<file path="src/inc/ltc_defs.vh">
// constants for the line transceiver control register block
`ifndef LTC_DEFS_VH
`define LTC_DEFS_VH
`define LTC_SEL_HI 1
`define LTC_SEL_LO 0
// select field is {bit 1, bit 0}
`define LTC_SEL_CTRL 2'h0
`define LTC_SEL_DIAG 2'h2
`define LTC_CTRL_RESET 8'h00
`define LTC_DIAG_RESET 8'h00
`define LTC_DEFAULT1_VAL 8'h00
// bit string runs bit 0 first, so only the rate bit is set
`define LTC_DEFAULT2_VAL 8'h08
`define LTC_BIT_CLEAR_REQ 2
`define LTC_BIT_RATE 3
`define LTC_BIT_VOICE_SLOT 4
`define LTC_BIT_SCRAMBLER 5
`define LTC_BIT_SPEEDUP 6
`define LTC_BIT_HOUSEKEEPING 7
`define LTC_BIT_LB_FIRST 2
`define LTC_BIT_LB_SECOND 3
`define LTC_BIT_UNSYNC 4
`define LTC_BIT_SWAP 5
`define LTC_BIT_LINE_OFF 6
`define LTC_DEF_HI 7
`define LTC_DEF_LO 4
`define LTC_DEF_ALL 4'hF
`define LTC_LB_NONE 2'h0
`define LTC_LB_SYS 2'h1
`define LTC_LB_LINE 2'h2
`endif

</file>
<file path="src/rtl/ltc_regs.v">
// control and diagnostic registers of the line transceiver
`timescale 1ns/1ns
`include "ltc_defs.vh"
module ltc_regs (
  input wire clk_in, // 10 MHz system clock
  input wire rst_n_in, // sync reset, active low
  input wire bit_en_in, // control-channel bit strobe
  input wire control_serial_input_in, // control channel serial data
  input wire byte_last_in, // strobe on last control bit
  input wire frame_pulse_in, // one-cycle frame pulse
  input wire two_port_mode_in, // high in two-port operation
  input wire strap_default_in, // sample strap into default mode
  output wire convergence_speedup_out, // fast echo convergence
  output wire tx_housekeeping_bit_out, // housekeeping bit to line
  output wire line_rate_select_out, // 1: 160k, 0: 80k
  output wire signalling_in_voice_slot_out, // d channel in b1 slot
  output wire scrambler_option_out, // scrambler option
  output wire force_out_of_sync_out, // drop frame sync
  output wire scrambler_swap_out, // scrambler swap diagnostic
  output wire line_output_disable_out, // line out at bias
  output wire loop_system_out, // system in looped to system out
  output wire loop_line_out, // line tx looped to receiver
  output reg [7:0] line_control_out, // control register value
  output reg [7:0] diagnostic_control_out // diagnostic register value
);
  // captured byte and its strobe
  wire [7:0] rx_byte;
  wire rx_valid;
  // select field decode
  wire [1:0] sel_field;
  reg sel_ctrl;
  reg sel_diag;
  wire ctrl_wr;
  wire diag_wr;
  // default mode decode
  wire [3:0] default_field;
  wire is_default;
  wire default_pick;
  reg [7:0] default_val;
  reg [7:0] strap_val;
  reg [7:0] ctrl_load;
  wire strap_on;
  // clear scheduling
  wire clear_req_bit;
  wire frame_clear;
  reg clear_pending;
  // next values
  reg [7:0] next_ctrl;
  reg [7:0] next_diag;
  reg next_clear;
  // loopback decode
  wire [1:0] lb_code;
  reg loop_sys;
  reg loop_line;

  ltc_byte_shift u_shift (
    .clk_in(clk_in),
    .rst_n_in(rst_n_in),
    .bit_en_in(bit_en_in),
    .bit_in(control_serial_input_in),
    .last_in(byte_last_in),
    .byte_out(rx_byte),
    .valid_out(rx_valid)
  );

  assign sel_field = rx_byte[`LTC_SEL_HI:`LTC_SEL_LO];
  always @* begin
    sel_ctrl = 1'b0;
    sel_diag = 1'b0;
    case (sel_field)
      `LTC_SEL_CTRL: begin
        sel_ctrl = 1'b1;
      end
      `LTC_SEL_DIAG: begin
        sel_diag = 1'b1;
      end
      default: begin
        // bit 0 set addresses nothing; the byte is dropped
        sel_ctrl = 1'b0;
        sel_diag = 1'b0;
      end
    endcase
  end
  assign ctrl_wr = rx_valid & sel_ctrl;
  assign diag_wr = rx_valid & sel_diag;

  assign default_field = rx_byte[`LTC_DEF_HI:`LTC_DEF_LO];
  assign is_default = (default_field == `LTC_DEF_ALL);
  assign default_pick = rx_byte[`LTC_BIT_RATE];
  assign strap_on = two_port_mode_in & strap_default_in;

  // default byte: bit 3 picks which of the two modes
  always @* begin
    if (default_pick) begin
      default_val = `LTC_DEFAULT2_VAL;
    end else begin
      default_val = `LTC_DEFAULT1_VAL;
    end
  end

  // strap: the serial pin's own level picks the mode
  always @* begin
    if (control_serial_input_in) begin
      strap_val = `LTC_DEFAULT2_VAL;
    end else begin
      strap_val = `LTC_DEFAULT1_VAL;
    end
  end

  // literal settings unless bits 4 to 7 are all set
  always @* begin
    if (is_default) begin
      ctrl_load = default_val;
    end else begin
      ctrl_load = rx_byte;
    end
  end

  assign clear_req_bit = ctrl_load[`LTC_BIT_CLEAR_REQ];
  assign frame_clear = frame_pulse_in & clear_pending;

  // strap outranks a byte arriving in the same cycle
  always @* begin
    next_ctrl = line_control_out;
    if (strap_on) begin
      next_ctrl = strap_val;
    end else if (ctrl_wr) begin
      next_ctrl = ctrl_load;
    end
  end

  // a pending clear acts at the frame pulse; a write in that same
  // cycle lands afterwards, so the new settings are not lost
  always @* begin
    next_diag = diagnostic_control_out;
    if (frame_clear) begin
      next_diag = `LTC_DIAG_RESET;
    end
    if (strap_on) begin
      next_diag = `LTC_DIAG_RESET;
    end else if (ctrl_wr && is_default) begin
      // defaults disable every diagnostic
      next_diag = `LTC_DIAG_RESET;
    end else if (diag_wr) begin
      next_diag = rx_byte;
    end
  end

  // a new request wins over the frame pulse that consumes the old one
  always @* begin
    next_clear = clear_pending;
    if (frame_clear) begin
      next_clear = 1'b0;
    end
    if (strap_on) begin
      next_clear = 1'b1;
    end else if (ctrl_wr) begin
      next_clear = ~clear_req_bit;
    end
  end

  always @(posedge clk_in) begin
    if (!rst_n_in) begin
      line_control_out <= `LTC_CTRL_RESET;
    end else begin
      line_control_out <= next_ctrl;
    end
  end

  always @(posedge clk_in) begin
    if (!rst_n_in) begin
      diagnostic_control_out <= `LTC_DIAG_RESET;
    end else begin
      diagnostic_control_out <= next_diag;
    end
  end

  always @(posedge clk_in) begin
    if (!rst_n_in) begin
      clear_pending <= 1'b0;
    end else begin
      clear_pending <= next_clear;
    end
  end

  // timing is the controller's job; only the bit is held here
  assign convergence_speedup_out =
    line_control_out[`LTC_BIT_SPEEDUP];
  assign tx_housekeeping_bit_out =
    line_control_out[`LTC_BIT_HOUSEKEEPING];
  assign line_rate_select_out = line_control_out[`LTC_BIT_RATE];
  assign signalling_in_voice_slot_out =
    line_control_out[`LTC_BIT_VOICE_SLOT];
  assign scrambler_option_out = line_control_out[`LTC_BIT_SCRAMBLER];

  assign force_out_of_sync_out =
    diagnostic_control_out[`LTC_BIT_UNSYNC];
  assign scrambler_swap_out = diagnostic_control_out[`LTC_BIT_SWAP];
  assign line_output_disable_out =
    diagnostic_control_out[`LTC_BIT_LINE_OFF];

  // code is {bit 2, bit 3}; code 11 is left as no loopback
  assign lb_code = {diagnostic_control_out[`LTC_BIT_LB_FIRST],
    diagnostic_control_out[`LTC_BIT_LB_SECOND]};
  always @* begin
    loop_sys = 1'b0;
    loop_line = 1'b0;
    case (lb_code)
      `LTC_LB_SYS: begin
        loop_sys = 1'b1;
      end
      `LTC_LB_LINE: begin
        loop_line = 1'b1;
      end
      default: begin
        loop_sys = 1'b0;
        loop_line = 1'b0;
      end
    endcase
  end
  assign loop_system_out = loop_sys;
  assign loop_line_out = loop_line;
endmodule

</file>
<file path="src/rtl/ltc_byte_shift.v">
// serial to parallel capture of one control-channel byte
`timescale 1ns/1ns
module ltc_byte_shift (
  input wire clk_in, // system clock
  input wire rst_n_in, // sync reset, active low
  input wire bit_en_in, // one-cycle bit strobe
  input wire bit_in, // serial data, lsb first
  input wire last_in, // strobe marks final bit of byte
  output reg [7:0] byte_out, // captured byte
  output reg valid_out // one-cycle pulse after last bit
);
  reg [6:0] shift;
  always @(posedge clk_in) begin
    if (!rst_n_in) begin
      shift <= 7'h00;
      byte_out <= 8'h00;
      valid_out <= 1'b0;
    end else begin
      valid_out <= 1'b0;
      if (bit_en_in) begin
        // lsb arrives first, so bit 0 ends lowest
        shift <= {bit_in, shift[6:1]};
        if (last_in) begin
          byte_out <= {bit_in, shift};
          valid_out <= 1'b1;
        end
      end
    end
  end
endmodule

</file>
<file path="config.mk">
export PLATFORM = sky130hd
export DESIGN_NAME = ltc_regs
export DESIGN_NICKNAME = d
export VERILOG_FILES = /design/src/rtl/ltc_regs.v /design/src/rtl/ltc_byte_shift.v
export VERILOG_INCLUDE_DIRS = /design/src /design/src/inc
export SDC_FILE = /design/constraint.sdc
export NUM_CORES = 1
export LEC_CHECK = 0
export BUFFER_PORTS_ARGS = -buffer_cell sky130_fd_sc_hd__buf_4
export CORE_ASPECT_RATIO = 1.25
export CORE_MARGIN = 2
export CORE_UTILIZATION = 45
export CTS_CLUSTER_DIAMETER = 50
export DETAILED_ROUTE_END_ITERATION = 7
export PLACE_DENSITY = 0.69
export REMOVE_ABC_BUFFERS = 1
export SLEW_MARGIN = 40
export SYNTH_ARGS = -nofsm -noshare
export SYNTH_HDL_FRONTEND = slang
export SYNTH_HIERARCHICAL = 1
export SYNTH_SLANG_ARGS = --single-unit
export TNS_END_PERCENT = 10
</file>
<file path="constraint.sdc">
create_clock -name clk_in -period 2.91 [get_ports clk_in]
set_input_delay 0.4365 -clock clk_in [delete_from_list [all_inputs] [get_ports clk_in]]
set_output_delay 0.4365 -clock clk_in [all_outputs]
set_load 0.05 [all_outputs]
</file>
# Yosys cells after proc, flatten, opt, wreduce, memory -nomap -nowiden
# Index checks and enable logic that the tools add are counted.
# Widths: inputs -> output; s select.
# word_totals
register_bits	33
out_inout_bits	26
# classes
n_eq_ne	4
n_mux	15
bitwise_logic	6
reduce_logical	8
# ops
cell	count
$mux 8	5
$mux 1	8
$mux 4	2
$and 1x1->1	4
$eq 2x2->1 const B	2
$eq 4x4->1 const B	1
$reduce_and 2->1	2
$reduce_bool 2->1	2
$reduce_bool 3->1	1
$reduce_or 3->1	1
$eq 2x1->1 const B	1
$logic_not 2->1	1
$not 1->1	2
$logic_and 1x1->1	1

# Logic depth before layout (Yosys ltp)
# logic_depth
depth_word	5
ltp_mapped	5
mapped_depth_nobuf	3

# Modules after synthesis
# Netlist, hierarchy kept.
# modules_own_cells
mod	instances	cells_each	area_each_um2
ltc_regs	1	79	754.5
ltc_byte_shift	1	62	659.4

# Worst setup path before layout
# No wires, ideal clock.
# synth_path
path_type	reg-to-output
startpoint	register diagnostic_control_out[2]
endpoint	output port loop_line_out
arrival_ns	1.427
required_time_ns	2.474
setup_slack_ns	1.047
path_stages_with_launch	2
n_path_buf	0
cell_sequence	dfxtp_1 nor2b_1
# synth_between
elab_chain_cells	2
# synth_rtl
item	line_no	text
from (decl)	ltc_regs.v:24	output reg [7:0] diagnostic_control_out
from (signal assigned)	ltc_regs.v:172	diagnostic_control_out <= `LTC_DIAG_RESET;
from (signal assigned)	ltc_regs.v:174	diagnostic_control_out <= next_diag;
$eq 2x2->1	ltc_regs.v:208	case (lb_code)
$mux 1	ltc_regs.v:208	
to (decl)	ltc_regs.v:22	output wire loop_line_out,
# Every way passes these cells.

# Worst setup path in the final report
# Same ends and word-level chain as after synthesis.

==> flow_summary.json <==
{
  "antenna_found_initial": 0,
  "fin_crit_sh_pct": 51.63,
  "p_per_area_mw_per_mm2": 459.3,
  "crit_required_ns": 2.47,
  "start_kind": "register",
  "max_cap_violations": 0,
  "design.core.area_sq_mm": 0.002973,
  "die_x_um": 54.14,
  "crit_type": "register to output pin",
  "chipHeight_um": 66.67,
  "post_synth_num_cell_types": 28,
  "finalMaxSlewViolations": 0,
  "via_per_inst": 5.377,
  "drtAntennaViolNets": 0,
  "placed_cell_area_sq_mm": 0.001567,
  "ys_ff_latch": 33,
  "cts_sinks": 33,
  "gp_congestion": 0.7099,
  "leakage_nw": 0.6368,
  "setup_tns_ns": 0,
  "finalHoldViolCount": 0,
  "worst_pin_slew_ns": 0.4406,
  "area_growth_pct": 13.81,
  "grt_setup_unrepaired": "false",
  "syn_inst": 141,
  "design_area_sq_mm": 0.001609,
  "drt_iter0_drc": 17,
  "path_delay_family": "flip-flops",
  "final_cell_mix": "dfxtp_1 (33), buf_4 (33), nand2_1 (14)",
  "dr.pass1.iters": 4,
  "post_synth.cell_area_avg_sq_um": 10.03,
  "r2r-start": "u_shift/valid_out",
  "grt_max_degree": 28,
  "yosysTopAreaCell": "dfxtp_1",
  "ys_seq_area_share_pct": 46.73,
  "cts_tree": "done",
  "crit_chain": "nor2b_1, buf_4",
  "synth_top_area_share_pct": 46.73,
  "min_from": "control_serial_input_in",
  "setup_violations": 0,
  "slew_headroom_pct": 70.57,
  "num_vias": 1070,
  "end_kind": "output pin",
  "worst_clock_skew_ns": 0.01014,
  "cts-root-buf": "clkbuf_4",
  "post-dp-hpwl_um": 1953,
  "outcome": "finished clean",
  "max_freq_mhz": 665.6,
  "final_nets": 172,
  "pin_count": 34,
  "fin_crit_ns": 1.502,
  "final_layout_size_suffix_gt1_share_pct": 31.90,
  "clk_latency_ns": 0.33,
  "r2r_cells": 3,
  "irDropWorstVdd_mv": 0.3810,
  "drc": 0,
  "synth.cell_area_sq_mm": 0.001414,
  "synth_area_leaders": "dfxtp_1 (47%), mux2i_1 (5.0%), o21ai_2 (5.0%)",
  "fillCellCount": 281,
  "hold_path_depth": 3,
  "r2r_slack_ns": 1.44,
  "path_max_fanout": 4,
  "cts_max_level": 2,
  "max_stage_delay_ns": 0.37,
  "clk_pin_slew_ns": 0.09,
  "cts_resized": 0,
  "initial_core_util_pct": 47.56,
  "whs_endpoint": "u_shift/byte_out[7]",
  "gr-total-overflow": 0,
  "first_global_vias": 952,
  "portBuffers": 33,
  "rr_endpoint": "diagnostic_control_out[5]",
  "arrival_ns": 1.07,
  "wirelength_um": 2590,
  "antenna_cells": 0,
  "die_area_sq_mm": 0.003609,
  "grt_pass1_wl_um": 4077,
  "num_rows": 22,
  "track_usage_pct": 16.20,
  "fin_util_pct": 54.12,
  "post_cts_buffers": 0,
  "slowest_stage": "dfxtp_1",
  "holdBufCountCts": 0,
  "numCtsBuffers": 5,
  "min_path_type": "input pin to register",
  "yosysWarnings": 6,
  "cp_num_buf_inv": 1,
  "cts_buffer_depth": 2,
  "post_drt_wl_per_cell_um": 13.02
}
-- worst register-to-register path, cell delays in order, from the launching register on --
cell and delay, ns:
dfxtp_1 0.47, or3b_1 0.52, o21bai_4 0.28, a21oi_1 0.08
-- flip-flops by register name, indices dropped and copies added, names as in the netlist --
signal,count
line_control_out,8
diagnostic_control_out,8
clear_pending,1
u_shift/valid_out,1
u_shift/shift,7
u_shift/byte_out,8
-- per-stage QoR --
stage	power, mW	hold slack, ns	instances	setup slack [ns]
after floorplan	0.5032	0.4526	124	1.047
after global placement	0.5286	0.4292	193	1.462
after detailed placement	0.5296	0.4427	193	1.406
after CTS	0.7519	0.3617	199	1.362
after global routing	0.7789	0.3554	199	1.286
final	0.7390	0.3762	199	1.408
-- area by class of cell --
type | count | area [sq um] | share of cell area, %
Sequential cell | 33 | 660.6 | 41.06
Multi-Input combinational cell | 91 | 613.1 | 38.10
Tap cell | 36 | 45.04 | 2.799
Timing Repair Buffer | 33 | 247.7 | 15.40
Clock buffer | 5 | 37.54 | 2.333
Clock inverter | 1 | 5.005 | 0.3110
-- logic make-up after synthesis --
| logic type | count (synthesis) | synth area share [%] |
|---|---|---|
| AO/OA/AOI/OAI | 24 | 13.45 |
| AND/OR/NAND/NOR | 60 | 24.96 |
| buffers and inverters | 17 | 9.911 |
| multiplexers | 7 | 4.956 |
| flip-flops | 33 | 46.73 |
-- power by group --
| group | switching [mW] | internal [mW] | total [mW] |
|---|---|---|---|
| registers | 0.00498 | 0.457 | 0.462 |
| clock network | 0.137 | 0.0835 | 0.220 |
| logic | 0.0353 | 0.0217 | 0.0569 |
-- how the worst max path moves through the flow --
stage | from | endpoint | slack (ns) | cells after the start
after floorplan | diagnostic_control_out[2] | loop_line_out | 1.05 | 1
after global placement | rst_n_in | line_control_out[0] | 1.46 | 4
after detailed placement | rst_n_in | line_control_out[1] | 1.41 | 4
after CTS | diagnostic_control_out[2] | loop_line_out | 1.36 | 2
after global routing | diagnostic_control_out[2] | loop_line_out | 1.29 | 2
final | diagnostic_control_out[2] | loop_line_out | 1.41 | 2
-- metal layers --
metal / up-vias / routed length, um / track usage (%)
met5: - / 0 / 0
met1: 481 / 1116 / 16.81
met4: 0 / 75 / 12.19
met2: 33 / 1257 / 26.51
li1: 548 / - / -
met3: 8 / 141 / 4.709
-- cell usage after synthesis --
cell and n:
buf_2 4, a21bo_2 1, or3b_1 1, mux2i_1 7, nand3b_1 1, o21bai_4 1
and2_4 1, o21ai_0 1, buf_4 8, nor2b_1 9, dfxtp_1 33, nand3_1 9
a21oi_1 8, nor3b_1 1, nor2_4 1, and2_1 2, nor2_1 2, nand2b_1 1
and3_1 1, nand4_1 10, o21ai_2 8, and3_2 1, a31oi_1 1, a32o_1 4
buf_6 4, nand4b_1 6, buf_8 1, nand2_1 14
Note: power is estimated with default switching activity, not from simulation.
